**src/include/flac_pkg.sv**
```systemverilog
`default_nettype none
package flac_pkg;
   // register subaddresses
   localparam logic [7:0] ADDR_CPF_LOW = 8'h30;
   localparam logic [7:0] ADDR_CPF_MID = 8'h31;
   localparam logic [7:0] ADDR_CPF_HIGH = 8'h32;
   localparam logic [7:0] ADDR_INC_LOW = 8'h34;
   localparam logic [7:0] ADDR_INC_MID = 8'h35;
   localparam logic [7:0] ADDR_INC_HIGH = 8'h36;
   localparam logic [7:0] ADDR_BIT_DIV = 8'h38;
   localparam logic [7:0] ADDR_CH_DIV = 8'h39;
   localparam logic [7:0] ADDR_CTRL = 8'h3A;
   localparam logic [7:0] ADDR_MEAS_LOW = 8'h3C;
   localparam logic [7:0] ADDR_MEAS_MID = 8'h3D;
   localparam logic [7:0] ADDR_MEAS_HIGH = 8'h3E;
   // field widths
   localparam int CPF_W = 18;
   localparam int INC_W = 22;
   localparam int ACC_W = 23;
   localparam int DIV_W = 6;
   localparam int TRIM_W = 12;
   // control bit positions
   localparam int CTRL_BIT_EDGE = 0;
   localparam int CTRL_CH_EDGE = 1;
   localparam int CTRL_VREF_SEL = 2;
   localparam int CTRL_LOOP_OPEN = 3;
   // values after reset
   localparam logic [CPF_W-1:0] CPF_RESET = 18'h3C000;
   localparam logic [INC_W-1:0] INC_RESET = 22'h30FBCE;
   localparam logic [DIV_W-1:0] BIT_DIV_RESET = 6'h03;
   localparam logic [DIV_W-1:0] CH_DIV_RESET = 6'h10;
   localparam logic [3:0] CTRL_RESET = 4'h0;
   // trim limits of the slow loop
   localparam logic signed [TRIM_W-1:0] TRIM_MAX = 12'sh7FF;
   localparam logic signed [TRIM_W-1:0] TRIM_MIN = -12'sh7FF;
endpackage
`default_nettype wire

```
**src/core/flac_regs.sv**
```systemverilog
`default_nettype none
module flac_regs (
   input wire logic clk_sys,
   input wire logic resetn,
   input wire logic wr_en,
   input wire logic rd_en,
   input wire logic [7:0] addr,
   input wire logic [7:0] wdata,
   input wire logic [flac_pkg::CPF_W-1:0] meas_count,
   output logic [7:0] rdata,
   output logic [flac_pkg::CPF_W-1:0] clocks_per_field,
   output logic [flac_pkg::INC_W-1:0] nominal_phase_increment,
   output logic [flac_pkg::DIV_W-1:0] bit_clock_divider_value,
   output logic [flac_pkg::DIV_W-1:0] channel_clock_divider_value,
   output logic [3:0] control
);
   // byte lane write
   always_ff @(posedge clk_sys) begin
      if (!resetn) begin
         clocks_per_field <= flac_pkg::CPF_RESET;
         nominal_phase_increment <= flac_pkg::INC_RESET;
         bit_clock_divider_value <= flac_pkg::BIT_DIV_RESET;
         channel_clock_divider_value <= flac_pkg::CH_DIV_RESET;
         control <= flac_pkg::CTRL_RESET;
      end else if (wr_en) begin
         case (addr)
            flac_pkg::ADDR_CPF_LOW: clocks_per_field[7:0] <= wdata;
            flac_pkg::ADDR_CPF_MID: clocks_per_field[15:8] <= wdata;
            flac_pkg::ADDR_CPF_HIGH: clocks_per_field[17:16] <= wdata[1:0];
            flac_pkg::ADDR_INC_LOW: nominal_phase_increment[7:0] <= wdata;
            flac_pkg::ADDR_INC_MID: nominal_phase_increment[15:8] <= wdata;
            flac_pkg::ADDR_INC_HIGH: nominal_phase_increment[21:16] <= wdata[5:0];
            flac_pkg::ADDR_BIT_DIV: bit_clock_divider_value <= wdata[5:0];
            flac_pkg::ADDR_CH_DIV: channel_clock_divider_value <= wdata[5:0];
            flac_pkg::ADDR_CTRL: control <= wdata[3:0];
            default: ;
         endcase
      end
   end

   // registered read, reserved bits read zero
   always_ff @(posedge clk_sys) begin
      if (!resetn) begin
         rdata <= 8'h00;
      end else if (rd_en) begin
         case (addr)
            flac_pkg::ADDR_CPF_LOW: rdata <= clocks_per_field[7:0];
            flac_pkg::ADDR_CPF_MID: rdata <= clocks_per_field[15:8];
            flac_pkg::ADDR_CPF_HIGH: rdata <= {6'h00, clocks_per_field[17:16]};
            flac_pkg::ADDR_INC_LOW: rdata <= nominal_phase_increment[7:0];
            flac_pkg::ADDR_INC_MID: rdata <= nominal_phase_increment[15:8];
            flac_pkg::ADDR_INC_HIGH: rdata <= {2'h0, nominal_phase_increment[21:16]};
            flac_pkg::ADDR_BIT_DIV: rdata <= {2'h0, bit_clock_divider_value};
            flac_pkg::ADDR_CH_DIV: rdata <= {2'h0, channel_clock_divider_value};
            flac_pkg::ADDR_CTRL: rdata <= {4'h0, control};
            flac_pkg::ADDR_MEAS_LOW: rdata <= meas_count[7:0];
            flac_pkg::ADDR_MEAS_MID: rdata <= meas_count[15:8];
            flac_pkg::ADDR_MEAS_HIGH: rdata <= {6'h00, meas_count[17:16]};
            default: rdata <= 8'h00;
         endcase
      end
   end
endmodule // flac_regs
`default_nettype wire

```
**src/core/flac_clock_gen.sv**
```systemverilog
`default_nettype none
module flac_clock_gen (
   input wire logic clk_sys,
   input wire logic resetn,
   input wire logic reg_wr,
   input wire logic reg_rd,
   input wire logic [7:0] reg_addr,
   input wire logic [7:0] reg_wdata,
   output logic [7:0] reg_rdata,
   input wire logic vsync_internal,
   input wire logic vref_external,
   input wire logic ext_master_clock_input,
   output logic synth_master_audio_clock,
   output logic serial_bit_clock,
   output logic left_right_channel_clock
);
   logic [flac_pkg::CPF_W-1:0] target_count;
   logic [flac_pkg::INC_W-1:0] nominal_phase_increment;
   logic [flac_pkg::DIV_W-1:0] bit_clock_divider_value;
   logic [flac_pkg::DIV_W-1:0] channel_clock_divider_value;
   logic [3:0] control;
   logic [flac_pkg::CPF_W-1:0] meas_count;
   logic bit_clock_edge_select;
   logic channel_clock_edge_select;
   logic vertical_reference_select;
   logic loop_open_select;

   assign bit_clock_edge_select = control[flac_pkg::CTRL_BIT_EDGE];
   assign channel_clock_edge_select = control[flac_pkg::CTRL_CH_EDGE];
   assign vertical_reference_select = control[flac_pkg::CTRL_VREF_SEL];
   assign loop_open_select = control[flac_pkg::CTRL_LOOP_OPEN];

   flac_regs u_regs (
      .clk_sys(clk_sys),
      .resetn(resetn),
      .wr_en(reg_wr),
      .rd_en(reg_rd),
      .addr(reg_addr),
      .wdata(reg_wdata),
      .meas_count(meas_count),
      .rdata(reg_rdata),
      .clocks_per_field(target_count),
      .nominal_phase_increment(nominal_phase_increment),
      .bit_clock_divider_value(bit_clock_divider_value),
      .channel_clock_divider_value(channel_clock_divider_value),
      .control(control)
   );

   // synthesizer: phase accumulator on the crystal clock
   logic [flac_pkg::ACC_W-1:0] acc;
   logic [flac_pkg::ACC_W-1:0] next_acc;
   logic signed [flac_pkg::TRIM_W-1:0] trim;
   logic [23:0] inc_sum;
   logic [flac_pkg::INC_W-1:0] inc_eff;
   logic master_rise;

   assign inc_sum = {2'h0, nominal_phase_increment}
                  + {{(24 - flac_pkg::TRIM_W){trim[flac_pkg::TRIM_W-1]}}, trim};
   // saturate rather than wrap, so that a trim never jumps the rate
   assign inc_eff = inc_sum[23] ? '0
                  : (inc_sum[22] ? '1 : inc_sum[flac_pkg::INC_W-1:0]);
   assign next_acc = acc + {1'b0, inc_eff};
   assign master_rise = next_acc[flac_pkg::ACC_W-1] & ~acc[flac_pkg::ACC_W-1];

   always_ff @(posedge clk_sys) begin
      if (!resetn) begin
         acc <= '0;
         synth_master_audio_clock <= 1'b0;
      end else begin
         acc <= next_acc;
         synth_master_audio_clock <= next_acc[flac_pkg::ACC_W-1];
      end
   end

   // edge pick on a sampled level and its one-cycle-old copy
   function automatic logic edge_pick(input logic now_lvl, input logic old_lvl,
                                      input logic want_rise);
      edge_pick = want_rise ? (now_lvl & ~old_lvl) : (~now_lvl & old_lvl);
   endfunction

   // field reference selection
   logic vext_s1;
   logic vext_s2;
   logic vext_prev;
   logic vint_prev;
   logic field_pulse;

   always_ff @(posedge clk_sys) begin
      if (!resetn) begin
         vext_s1 <= 1'b0;
         vext_s2 <= 1'b0;
         vext_prev <= 1'b0;
         vint_prev <= 1'b0;
      end else begin
         vext_s1 <= vref_external;
         vext_s2 <= vext_s1;
         vext_prev <= vext_s2;
         vint_prev <= vsync_internal;
      end
   end

   assign field_pulse = vertical_reference_select
                        ? edge_pick(vext_s2, vext_prev, 1'b1)
                        : edge_pick(vsync_internal, vint_prev, 1'b1);

   // per-field master clock count and slow trim
   logic [flac_pkg::CPF_W-1:0] field_count;

   always_ff @(posedge clk_sys) begin
      if (!resetn) begin
         field_count <= '0;
         meas_count <= '0;
      end else if (field_pulse) begin
         meas_count <= field_count;
         field_count <= master_rise ? 18'h00001 : 18'h00000;
      end else if (master_rise) begin
         field_count <= field_count + 18'h00001;
      end
   end

   always_ff @(posedge clk_sys) begin
      if (!resetn) begin
         trim <= '0;
      end else if (loop_open_select) begin
         trim <= '0;
      end else if (field_pulse) begin
         if (field_count < target_count && trim != flac_pkg::TRIM_MAX) begin
            trim <= trim + 12'sh001;
         end else if (field_count > target_count && trim != flac_pkg::TRIM_MIN) begin
            trim <= trim - 12'sh001;
         end
      end
   end

   // master-clock input pin synchroniser and edge pick
   logic mx_s1;
   logic mx_s2;
   logic mx_prev;
   logic mx_edge;

   always_ff @(posedge clk_sys) begin
      if (!resetn) begin
         mx_s1 <= 1'b0;
         mx_s2 <= 1'b0;
         mx_prev <= 1'b0;
      end else begin
         mx_s1 <= ext_master_clock_input;
         mx_s2 <= mx_s1;
         mx_prev <= mx_s2;
      end
   end

   assign mx_edge = edge_pick(mx_s2, mx_prev, bit_clock_edge_select);

   // bit clock divider
   logic [flac_pkg::DIV_W-1:0] bdiv_cnt;
   logic [flac_pkg::DIV_W-1:0] bdiv_lim;
   logic bit_toggle;
   logic ch_edge;

   assign bit_toggle = mx_edge && (bdiv_cnt == bdiv_lim);
   assign ch_edge = bit_toggle && (channel_clock_edge_select ? ~serial_bit_clock
                                                             : serial_bit_clock);

   always_ff @(posedge clk_sys) begin
      if (!resetn) begin
         bdiv_cnt <= '0;
         bdiv_lim <= flac_pkg::BIT_DIV_RESET;
         serial_bit_clock <= 1'b0;
      end else if (mx_edge) begin
         if (bdiv_cnt == bdiv_lim) begin
            bdiv_cnt <= '0;
            bdiv_lim <= bit_clock_divider_value;
            serial_bit_clock <= ~serial_bit_clock;
         end else begin
            bdiv_cnt <= bdiv_cnt + 6'h01;
         end
      end
   end

   // channel clock divider, halts while its divider is zero
   logic [flac_pkg::DIV_W-1:0] ldiv_cnt;
   logic [flac_pkg::DIV_W-1:0] ldiv_lim;

   always_ff @(posedge clk_sys) begin
      if (!resetn) begin
         ldiv_cnt <= '0;
         ldiv_lim <= flac_pkg::CH_DIV_RESET;
         left_right_channel_clock <= 1'b0;
      end else if (ch_edge) begin
         if (ldiv_lim == 6'h00) begin
            ldiv_cnt <= '0;
            ldiv_lim <= channel_clock_divider_value;
         end else if (ldiv_cnt == ldiv_lim - 6'h01) begin
            ldiv_cnt <= '0;
            ldiv_lim <= channel_clock_divider_value;
            left_right_channel_clock <= ~left_right_channel_clock;
         end else begin
            ldiv_cnt <= ldiv_cnt + 6'h01;
         end
      end
   end

   // checks
   a_bit_edge_sel: assert property (@(posedge clk_sys) disable iff (!resetn)
      $changed(serial_bit_clock) |-> $past(mx_edge))
      else $error("bit clock moved without selected input edge");

   a_bit_wrap_only: assert property (@(posedge clk_sys) disable iff (!resetn)
      $changed(serial_bit_clock) |-> $past(bit_toggle))
      else $error("bit clock toggled before divider wrap");

   a_bit_lim_reload: assert property (@(posedge clk_sys) disable iff (!resetn)
      $changed(bdiv_lim) |-> $changed(serial_bit_clock))
      else $error("bit divider reloaded outside wrap");

   a_ch_edge_sel: assert property (@(posedge clk_sys) disable iff (!resetn)
      $changed(left_right_channel_clock) |->
      $past(bit_toggle) && ($past(serial_bit_clock) != $past(channel_clock_edge_select)))
      else $error("channel clock moved on wrong bit clock edge");

   a_ch_zero_hold: assert property (@(posedge clk_sys) disable iff (!resetn)
      (ldiv_lim == 6'h00) |=> $stable(left_right_channel_clock))
      else $error("channel clock toggled with zero divider");

   a_open_no_trim: assert property (@(posedge clk_sys) disable iff (!resetn)
      loop_open_select |=> (trim == 12'sh000))
      else $error("trim not cleared with loop open");

   a_trim_up: assert property (@(posedge clk_sys) disable iff (!resetn)
      (field_pulse && !loop_open_select && field_count < target_count
       && trim != flac_pkg::TRIM_MAX) |=> (trim == $past(trim) + 12'sh001))
      else $error("trim did not rise on short field");

   a_trim_slow: assert property (@(posedge clk_sys) disable iff (!resetn)
      (!field_pulse && !loop_open_select) |=> $stable(trim))
      else $error("trim moved between fields");

   a_field_meas: assert property (@(posedge clk_sys) disable iff (!resetn)
      field_pulse |=> (meas_count == $past(field_count)))
      else $error("field count not captured at field reference");

   a_trim_down: assert property (@(posedge clk_sys) disable iff (!resetn)
      (field_pulse && !loop_open_select && field_count > target_count
       && trim != flac_pkg::TRIM_MIN) |=> (trim == $past(trim) - 12'sh001))
      else $error("trim did not fall on long field");

   a_trim_bounded: assert property (@(posedge clk_sys) disable iff (!resetn)
      (trim <= flac_pkg::TRIM_MAX) && (trim >= flac_pkg::TRIM_MIN))
      else $error("trim outside its limits");

   a_open_nominal: assert property (@(posedge clk_sys) disable iff (!resetn)
      ($past(loop_open_select) && loop_open_select) |-> (inc_eff == nominal_phase_increment))
      else $error("open loop increment differs from nominal");

   a_count_step: assert property (@(posedge clk_sys) disable iff (!resetn)
      (!field_pulse && master_rise) |=> (field_count == $past(field_count) + 18'h00001))
      else $error("master clock rise not counted");

   a_field_restart: assert property (@(posedge clk_sys) disable iff (!resetn)
      field_pulse |=> (field_count == ($past(master_rise) ? 18'h00001 : 18'h00000)))
      else $error("field count not restarted at field reference");

   a_meas_hold: assert property (@(posedge clk_sys) disable iff (!resetn)
      !field_pulse |=> $stable(meas_count))
      else $error("measured count moved between fields");

   a_ext_ref_edge: assert property (@(posedge clk_sys) disable iff (!resetn)
      (vertical_reference_select && field_pulse) |-> !$past(vext_s2))
      else $error("external field pulse without rising reference");

   a_bit_cnt_range: assert property (@(posedge clk_sys) disable iff (!resetn)
      bdiv_cnt <= bdiv_lim)
      else $error("bit divider count past its limit");

   a_ch_cnt_range: assert property (@(posedge clk_sys) disable iff (!resetn)
      (ldiv_lim != 6'h00) |-> (ldiv_cnt < ldiv_lim))
      else $error("channel divider count past its limit");

   a_ch_wrap_only: assert property (@(posedge clk_sys) disable iff (!resetn)
      $changed(left_right_channel_clock) |->
      ($past(ch_edge) && $past(ldiv_lim) != 6'h00 && $past(ldiv_cnt) == $past(ldiv_lim) - 6'h01))
      else $error("channel clock toggled before divider wrap");

   a_ch_lim_reload: assert property (@(posedge clk_sys) disable iff (!resetn)
      $changed(ldiv_lim) |-> $past(ch_edge))
      else $error("channel divider reloaded outside wrap");
endmodule // flac_clock_gen
`default_nettype wire

```
**config.mk**
```make
export PLATFORM = sky130hd
export DESIGN_NAME = flac_clock_gen
export DESIGN_NICKNAME = d
export VERILOG_FILES = /design/src/include/flac_pkg.sv /design/src/core/flac_regs.sv /design/src/core/flac_clock_gen.sv
export SDC_FILE = /design/constraint.sdc
export NUM_CORES = 1
export LEC_CHECK = 0
export BUFFER_PORTS_ARGS = -buffer_cell sky130_fd_sc_hd__buf_2
export CELL_PAD_IN_SITES_DETAIL_PLACEMENT = 0
export CELL_PAD_IN_SITES_GLOBAL_PLACEMENT = 2
export CORE_UTILIZATION = 39
export DETAILED_ROUTE_END_ITERATION = 8
export PLACE_DENSITY = 0.89
export SYNTH_ARGS = -nofsm -noshare
export SYNTH_HDL_FRONTEND = slang
export SYNTH_SLANG_ARGS = --single-unit
```
**constraint.sdc**
```tcl
create_clock -name clk_sys -period 7.61 [get_ports clk_sys]
set_clock_uncertainty 0.05 [all_clocks]
set_input_delay 0.761 -clock clk_sys [delete_from_list [all_inputs] [get_ports clk_sys]]
set_output_delay 0.761 -clock clk_sys [all_outputs]
set_load 0.005 [all_outputs]
```
[Word-level counts from Yosys, hierarchy flattened]
Cells that the tools add are included.
Word-level totals
  word-level logic and storage cells: 106
  input port bits: 23
  output and inout port bits: 11
  flip-flop bits (word level): 169
Cells by class
  order comparisons: 2
  equal/unequal tests: 16
  bitwise operators: 14
  add/sub/neg operators: 8
  reductions and logical operators: 22
  mux-type cells: 16
Operators with widths (number)
  == test 8 x 6 -> 1 bit, second input constant: 12
  case mux 8 bit (12 select lines): 1
  two-way mux 22 bit: 2
  two-way mux 18 bit: 2
  two-way mux 6 bit: 5
  adder 23 x 12 -> 24 bit: 1
  two-way mux 12 bit: 2
  inequality test 12 bit, second input constant: 2
  AND reduction 2 bit: 12
  adder 23 x 22 -> 23 bit: 1
  adder 18 x 1 -> 18 bit, second input constant: 1
  > comparator 18 bit: 1
  less-than comparator 18 bit: 1
  adder 12 x 2 -> 12 bit, second input constant: 1
  adder 6 x 1 -> 6 bit, second input constant: 2
  == test 6 bit: 2
  subtractor 12 x 2 -> 12 bit, second input constant: 1
  NOT 1 bit: 9
  zero test 6 bit: 1
  nonzero test 2 bit: 3
  subtractor 6 x 1 -> 6 bit, second input constant: 1
  AND 1 bit: 5
  logical AND 1 bit: 4
  two-way mux 1 bit: 4
  other kinds (2): 2

[Logic depth before layout (Yosys ltp)]
Gate-level depths: netlist of the first run.
  word-level depth: 7
  gate-level depth with buffers: 31
  gate-level depth less buffers: 29

[By module]
From an unflattened synthesis of the first run, not the netlist that was laid out.
Second synthesis, totals
  cell total of the unflattened synthesis: 1218
  area total of the unflattened synthesis: 10323.7 µm²
Modules (own cells, without submodules)
  flac_clock_gen: sequential area each 2082.0 µm², instances 1, cells each 874, area each 7115.6 µm²
  flac_regs: sequential area each 1281.2 µm², instances 1, cells each 344, area each 3208.1 µm²

[Worst setup path after synthesis of the first run]
OpenSTA, ideal clock, no wires.
  path type: register to register
  start: reg trim[0] in the netlist's numbering
  end: reg field_count[12] in the netlist's numbering
  data required time: 7489 ps
  setup slack: 1852 ps
  library setup time: 71 ps
  buffers on the path: 2
  arrival: 5637 ps
  period minus slack after synthesis: 5758 ps
  stages on the path, launching flop included: 31
  cell sequence: dfxtp_1 ha_1 inv_1 fa_1 nor2b_1 o31ai_2 a211oi_1 o211ai_2 a31oi_2 a21oi_2 xor2_2 buf_6 a21oi_2 ha_1 inv_1 fa_1 nor2b_1 o31ai_1 o21ai_1 o21ai_1 a21oi_1 o211ai_1 a21oi_1 a211o_1 ha_1 clkbuf_1 nand3_1 nor2_1 nand3_1 or3_1 a21oi_1
On the way
  cells in the longest elaborated chain, start to end: 6
RTL lines
  start: declaration: line flac_clock_gen.sv:52  | logic signed [flac_pkg::TRIM_W-1:0] trim;
  start signal: assignment: line flac_clock_gen.sv:128  | trim <= trim + 12'sh001;
  start signal: assignment: line flac_clock_gen.sv:130  | trim <= trim - 12'sh001;
  adder 23 x 12 -> 24 bit *: line flac_clock_gen.sv:58  | + {{(24 - flac_pkg::TRIM_W){trim[flac_pkg::TRIM_W-1]}}, trim};
  two-way mux 22 bit: line flac_clock_gen.sv:61  | : (inc_sum[22] ? '1 : inc_sum[flac_pkg::INC_W-1:0]);
  two-way mux 22 bit *: line flac_clock_gen.sv:60  | assign inc_eff = inc_sum[23] ? '0
  adder 23 x 22 -> 23 bit *: line flac_clock_gen.sv:62  | assign next_acc = acc + {1'b0, inc_eff};
  AND 1 bit *: line flac_clock_gen.sv:63  | assign master_rise = next_acc[flac_pkg::ACC_W-1] & ~acc[flac_pkg::ACC_W-1];
  nonzero test 2 bit (no source line) *
  end signal: assignment: line flac_clock_gen.sv:115  | field_count <= master_rise ? 18'h00001 : 18'h00000;
  end signal: assignment: line flac_clock_gen.sv:117  | field_count <= field_count + 18'h00001;
  end: declaration: line flac_clock_gen.sv:107  | logic [flac_pkg::CPF_W-1:0] field_count;
Every way passes the cells marked *; elsewhere a longest branch is shown, timed or not.
A chain may end at the register's enable or synchronous reset.

[Worst setup path in the final report of the first run]
  start: reg trim[0] in the netlist's numbering
  end: reg field_count[15] in the netlist's numbering
The elaborated chain is that of the path after synthesis.

==> summary.txt, run 1 <==
Synth unique cells = 88
Comb power frac = 0.185
GRT Max-Usage Layer = met2
DRC Markers = 0
Number of buffers created by CTS = 17
Post-CTS Resized = 0
Synth Register Bits = 168
Avg Cell Area, Syn = 8.40 um2
Kind of end point of the critical path = flip-flop
CP peak stage delay = 0.52 ns
Register area share after synthesis = 0.334
Post-DP HPWL = 19,400 um
Die W = 163 um
Final slew viol count = 0
Clk pwr share = 0.389
GRT overflow = 0
Buffers and inverters on the worst path = 2
Net Sw Frac = 0.309
IO buf count = 33
Family with the most delay on the worst path = compound AO/OA/AOI/OAI gates
Share of cells above drive strength 1 = 0.107
Ranking of synthesized cells by area = dfxtp_1 (33%), ha_1 (9.8%), nand2_1 (5.5%)
Non-filler instance count after layout = 1,559
Clock root cell = clkbuf_16
CP Max Fanout = 10
Final setup viols = 0
P_int = 1.53 mW
Max VDD drop = 153 uV
Largest net degree at the start of global routing = 81
Area Growth Syn to Fin = 10.3%
Die H = 163 um
Yosys top cell by area = dfxtp_1
PD cells = 200 mW/mm2
Placed cells = 1,527
Final GP Congestion = 0.880
Vias post-DR = 8,488
Worst min path class = reg2reg
Max_cap viols = 0
YS warnings = 0
Met3 GRT Util = 0.0267
Worst endpoint data arrival time = 6.99 ns
Total inserted antenna cells = 0
Clock Path Buffers = 2
Clk pin slew, worst setup/hold paths = 0.07 ns
Setup TNS = 0 ns
Total Routing Usage GR = 0.202
Top-area cell type share of the netlist area = 0.334
Row cnt = 58
M1 GR Usage = 0.281
Crit share post-route = 0.885
Postcts setup bufs = 0
First-pass GRT wire length = 42,000 um
Most frequent cells in the layout = dfxtp_1 (168), nand2_1 (147), nor2_1 (123), a21oi_1 (94), ha_1 (79)
RSZ-0062 raised after global routing = false
Via/cell ratio = 5.44
EDFF count, synth = 0
Sequential share of power = 0.426
Psw = 0.684 mW
Antenna violations before repair = 0
Req. time, crit path = 7.87 ns
Hold Violations, Final = 0
Per-cell routed wire length = 17.0 um
First-pass DRT Iterations = 5
Setup crit start kind = flip-flop
IO Count = 34
Leakage = 4.65 nW
Core footprint = 0.0253 mm2
Peak Freq = 149 MHz
Die area = 0.0265 mm2
Number of global-route vias before repair = 7,879
R2R Setup Slk = 0.88 ns
Mapped Nets = 1,305
CP Class = reg2reg
Initial DRC count = 527
M2 GR Usage = 0.319
Mapped cell area = 0.0101 mm2
Worst Tran Pin Value = 1.06 ns
Fin util = 0.440
Nets = 1,321
Routed wire length = 26,500 um
Most used DFF post-synth = dfxtp_1
Tmin final = 6.73 ns
H-tree Lvls = 4
CTS tree = done
Status = finished clean
Initial Utilization = 0.399
Total power = 2.22 mW
Worst slew margin = 0.289
Cells after Synth = 1,200
Crit path max-delay cell type = xor2_2
Clk Latency, worst-skew pair = 0.44 ns
Most common cell on crit path = ha_1
Routed Antenna Nets = 0
Sink Count = 168
Async set or reset register ratio after synthesis = 0
Most common cell after layout, fill and taps aside = dfxtp_1
Cts hold-fix bufs = 0
[metal layers]
metal,share of wire,vias to the layer above
met5,0,-
met4,0.019,0
met3,0.034,30
met2,0.46,166
met1,0.49,3993
li1,-,4299
[cell usage after synthesis, types with 3 or more instances]
| cell type | instances |
|---|---|
| o21ai_1 | 5 |
| buf_2 | 6 |
| a22o_1 | 6 |
| and3_1 | 10 |
| a21oi_2 | 21 |
| or2_1 | 3 |
| nor3b_1 | 3 |
| mux2i_1 | 45 |
| a21oi_1 | 94 |
| a32oi_1 | 3 |
| a31oi_1 | 6 |
| inv_1 | 46 |
| or2_2 | 5 |
| a22oi_1 | 12 |
| o21bai_1 | 7 |
| o31ai_1 | 3 |
| nand3b_1 | 3 |
| nor2b_1 | 10 |
| nand2_1 | 147 |
| fa_1 | 3 |
| a21o_1 | 25 |
| o21ai_0 | 21 |
| xor2_1 | 39 |
| xnor2_1 | 39 |
| nor4_1 | 5 |
| a221oi_1 | 8 |
| ha_1 | 79 |
| a31o_2 | 3 |
| nor3_1 | 24 |
| dfxtp_1 | 168 |
| o211ai_1 | 4 |
| or3_1 | 5 |
| nor2_1 | 123 |
| nand3_1 | 75 |
| clkbuf_1 | 33 |
| buf_6 | 5 |
| nand4_1 | 17 |
| o21a_1 | 9 |
| and2_1 | 12 |
| nand2b_1 | 7 |
[power groups by stage]
stage	sequential, mW	clock (mW)	combinational (mW)
6_report	0.945	0.862	0.411
4_1_cts	0.946	0.880	0.412
5_1_grt	0.949	0.913	0.466
3_5_place_dp	0.966	0	0.409
2_1_floorplan	0.960	0	0.326
3_3_place_gp	0.966	0	0.408
[state kept, by name, indices dropped and copies added, names as in the netlist, 4 cells and up]
register and flops:
bdiv_cnt 6, ldiv_lim 6, u_regs.channel_clock_divider_value 6, bdiv_lim 6, trim 12, ldiv_cnt 6, acc 22, u_regs.nominal_phase_increment 22
field_count 18, meas_count 18, u_regs.bit_clock_divider_value 6, u_regs.control 4, u_regs.clocks_per_field 18, u_regs.rdata 8
[worst register-to-register path: cells and delay by family (launching register included)]
kind | cells | cell delay (ns)
AOI/OAI and AO/OA | 13 | 2.98
adders and majority gates | 5 | 1.37
buffers and inverters | 2 | 0.14
xor gates and xnor gates | 2 | 0.66
and+or+nand+nor | 7 | 0.95
DFF | 1 | 0.46
[stage by stage]
step	hold WS [ns]	setup slack (ns)	area (um2)
2_1_floorplan	0.362	1.85	10100
3_3_place_gp	0.372	1.08	10500
3_5_place_dp	0.369	0.909	10500
5_1_grt	0.413	0.290	11100
4_1_cts	0.400	0.895	11100
6_report	0.396	0.877	11100
[cell type report]
| type | instances | area (um2) |
|---|---|---|
| inverters | 46 | 173 |
| clock inverters | 15 | 158 |
| fillers | 2555 | 14100 |
| clock buffers | 17 | 425 |
| repair buffers | 43 | 240 |
| well taps | 330 | 413 |
| multi-input cells | 940 | 6340 |
| flip-flops and latches | 168 | 3360 |
[logic make-up after synthesis]
family | after synthesis | synth area share
buffers and inverters | 92 | 0.0391
and+or+nand+nor | 461 | 0.211
DFF | 168 | 0.334
muxes | 47 | 0.0469
AOI/OAI and AO/OA | 270 | 0.193
adders and majority gates | 82 | 0.104
xor gates and xnor gates | 80 | 0.0722
[final timing paths]
check / startpoint / end / depth (start not counted)
max: trim[0]$_SDFFE_PP0P_ / field_count[15]$_SDFFE_PN0P_ / 29
min: mx_s1$_SDFF_PN0_ / mx_s2$_SDFF_PN0_ / 1
max reg2reg: trim[0]$_SDFFE_PP0P_ / field_count[15]$_SDFFE_PN0P_ / 29
min reg2reg: mx_s1$_SDFF_PN0_ / mx_s2$_SDFF_PN0_ / 1
(Power assumes the default switching activity.)
==> run 2: changes to the inputs <==
--- a/config.mk
+++ b/config.mk
@@ -10,7 +10,7 @@
 export CELL_PAD_IN_SITES_GLOBAL_PLACEMENT = 2
 export CORE_UTILIZATION = 39
 export DETAILED_ROUTE_END_ITERATION = 8
-export PLACE_DENSITY = 0.89
+export PLACE_DENSITY_LB_ADDON = 0.08
 export SYNTH_ARGS = -nofsm -noshare
 export SYNTH_HDL_FRONTEND = slang
 export SYNTH_SLANG_ARGS = --single-unit
==> summary.txt, run 2 (synthesized netlist as in run 1, its figures left out) <==
Routed wire length = 28,100 um (was 26,500 um)
Initial Utilization = 0.399 (unchanged)
Total Routing Usage GR = 0.220 (was 0.202)
IO buf count = 33 (unchanged)
Die W = 163 um (unchanged)
R2R Path Start = trim[0]$_SDFFE_PP0P_ (unchanged)
CTS tree = done (unchanged)
Hold Violations, Final = 0 (unchanged)
Core footprint = 0.0253 mm2 (unchanged)
Kind of end point of the critical path = flip-flop (unchanged)
Fill cells = 2,576 (was 2,555)
Vias post-DR = 8,369 (was 8,488)
CP Max Fanout = 21 (was 10)
Routed Antenna Nets = 0 (unchanged)
PD cells = 201 mW/mm2 (was 200 mW/mm2)
Placed cells = 1,526 (was 1,527)
Final slew viol count = 0 (unchanged)
Number of global-route vias before repair = 7,920 (was 7,879)
Sink Count = 168 (unchanged)
Fin worst setup slack = 0.889 ns (was 0.877 ns)
Initial DRC count = 608 (was 527)
Total inserted antenna cells = 0 (unchanged)
Worst min path class = reg2reg (unchanged)
Largest net degree at the start of global routing = 82 (was 81)
Area Growth Syn to Fin = 10.4% (was 10.3%)
CP peak stage delay = 0.45 ns (was 0.52 ns)
Max VDD drop = 111 uV (was 153 uV)
RSZ-0062 raised after global routing = false (unchanged)
Net Sw Frac = 0.309 (about the same)
Post-DP HPWL = 20,600 um (was 19,400 um)
Buffers and inverters on the worst path = 3 (was 2)
Final setup viols = 0 (unchanged)
P_int = 1.54 mW (was 1.53 mW)
Tmin final = 6.72 ns (was 6.73 ns)
CP Launch Point = trim[0]$_SDFFE_PP0P_ (unchanged)
Worst Tran Pin Value = 1.23 ns (was 1.06 ns)
Crit share post-route = 0.883 (was 0.885)
Status = finished clean (unchanged)
Setup TNS = 0 ns (unchanged)
Leakage = 4.66 nW (was 4.65 nW)
CP Class = reg2reg (unchanged)
Die H = 163 um (unchanged)
Worst endpoint data arrival time = 7.04 ns (was 6.99 ns)
Crit path max-delay cell type = dfxtp_1 (was xor2_2)
DP Worst Slack = 0.925 ns (was 0.909 ns)
H-tree Lvls = 4 (unchanged)
Final GP Congestion = 0.826 (was 0.880)
Per-cell routed wire length = 18.0 um (was 17.0 um)
DRC Markers = 0 (unchanged)
Via/cell ratio = 5.37 (was 5.44)
Most common cell after layout, fill and taps aside = dfxtp_1 (unchanged)
Clk pin slew, worst setup/hold paths = 0.08 ns (was 0.07 ns)
Nets = 1,320 (was 1,321)
Postcts setup bufs = 0 (unchanged)
Req. time, crit path = 7.93 ns (was 7.87 ns)
Hold WS = 0.387 ns (was 0.396 ns)
Non-filler instance count after layout = 1,558 (was 1,559)
Worst Hold Launch = mx_s1$_SDFF_PN0_ (unchanged)
Worst slew margin = 0.171 (was 0.289)
Peak Freq = 149 MHz (about the same)
Antenna violations before repair = 0 (unchanged)
Clk Latency, worst-skew pair = 0.44 ns (about the same)
Family with the most delay on the worst path = compound AO/OA/AOI/OAI gates (unchanged)
Clk pwr share = 0.391 (was 0.389)
Post-CTS Resized = 0 (unchanged)
Comb power frac = 0.186 (was 0.185)
GRT overflow = 0 (unchanged)
Number of buffers created by CTS = 17 (unchanged)
Share of cells above drive strength 1 = 0.106 (was 0.107)
Sequential share of power = 0.423 (was 0.426)
Leading registers by flop count = acc (22), u_regs.nominal_phase_increment (22) (unchanged)
Most frequent cells in the layout = dfxtp_1 (168), nand2_1 (147), nor2_1 (123), a21oi_1 (94), ha_1 (79) (unchanged)
Row cnt = 58 (unchanged)
Max_cap viols = 0 (unchanged)
First-pass GRT wire length = 44,800 um (was 42,000 um)
Clock root cell = clkbuf_16 (unchanged)
Clock Path Buffers = 2 (unchanged)
IO Count = 34 (unchanged)
Cts hold-fix bufs = 0 (unchanged)
First-pass DRT Iterations = 5 (unchanged)
Die area = 0.0265 mm2 (unchanged)
Design Area, Final = 0.0111 mm2 (about the same)
Psw = 0.691 mW (was 0.684 mW)
Placed Area = 0.0105 mm2 (about the same)
Setup crit start kind = flip-flop (unchanged)
run 2: changes by cell type in the layout (fill, tap and decap cells not counted), sizes merged:
cell	change
buf	-1
clkbuf	+1
clkinv	+2
inv	-2
clkinvlp	-1
run 2: layer usage:
| layer | up-vias | global-route usage | wire length, um |
|---|---|---|---|
| li1 | 4289 | - | - |
| met5 | - | 0 | 0 |
| met4 | 0 | 0.0531 | 301 |
| met2 | 123 | 0.340 | 12400 |
| met3 | 20 | 0.0298 | 793 |
| met1 | 3937 | 0.319 | 14600 |
run 2: area by class of cell:
| type | count | area [um2] | share of cell area |
|---|---|---|---|
| clock buffers | 18 | 439 | 0.0395 |
| clock inverters | 14 | 156 | 0.0141 |
| inverters | 46 | 173 | 0.0155 |
| multi-input cells | 940 | 6340 | 0.570 |
| flip-flops and latches | 168 | 3360 | 0.302 |
| well taps | 330 | 413 | 0.0371 |
| repair buffers | 42 | 233 | 0.0209 |
run 2: final timing paths:
check | endpoint | slack (ns) | depth (start not counted)
max | field_count[12]$_SDFFE_PN0P_ | 0.89 | 29
min | mx_s2$_SDFF_PN0_ | 0.39 | 1
max reg2reg | field_count[12]$_SDFFE_PN0P_ | 0.89 | 29
min reg2reg | mx_s2$_SDFF_PN0_ | 0.39 | 1
run 2: stage by stage:
stage | utilization | total power [mW]
finish | 0.440 | 2.24
global route | 0.440 | 2.36
CTS | 0.440 | 2.26
detailed placement | 0.417 | 1.38
global placement | 0.417 | 1.38
floorplan | - | 1.29
run 2: power groups by stage:
stage | logic [mW] | clock network, mW | registers [mW]
after floorplan | 0.326 | 0 | 0.960
final | 0.415 | 0.875 | 0.945
after detailed placement | 0.413 | 0 | 0.965
after global placement | 0.415 | 0 | 0.967
after CTS | 0.416 | 0.898 | 0.946
after global routing | 0.475 | 0.937 | 0.952
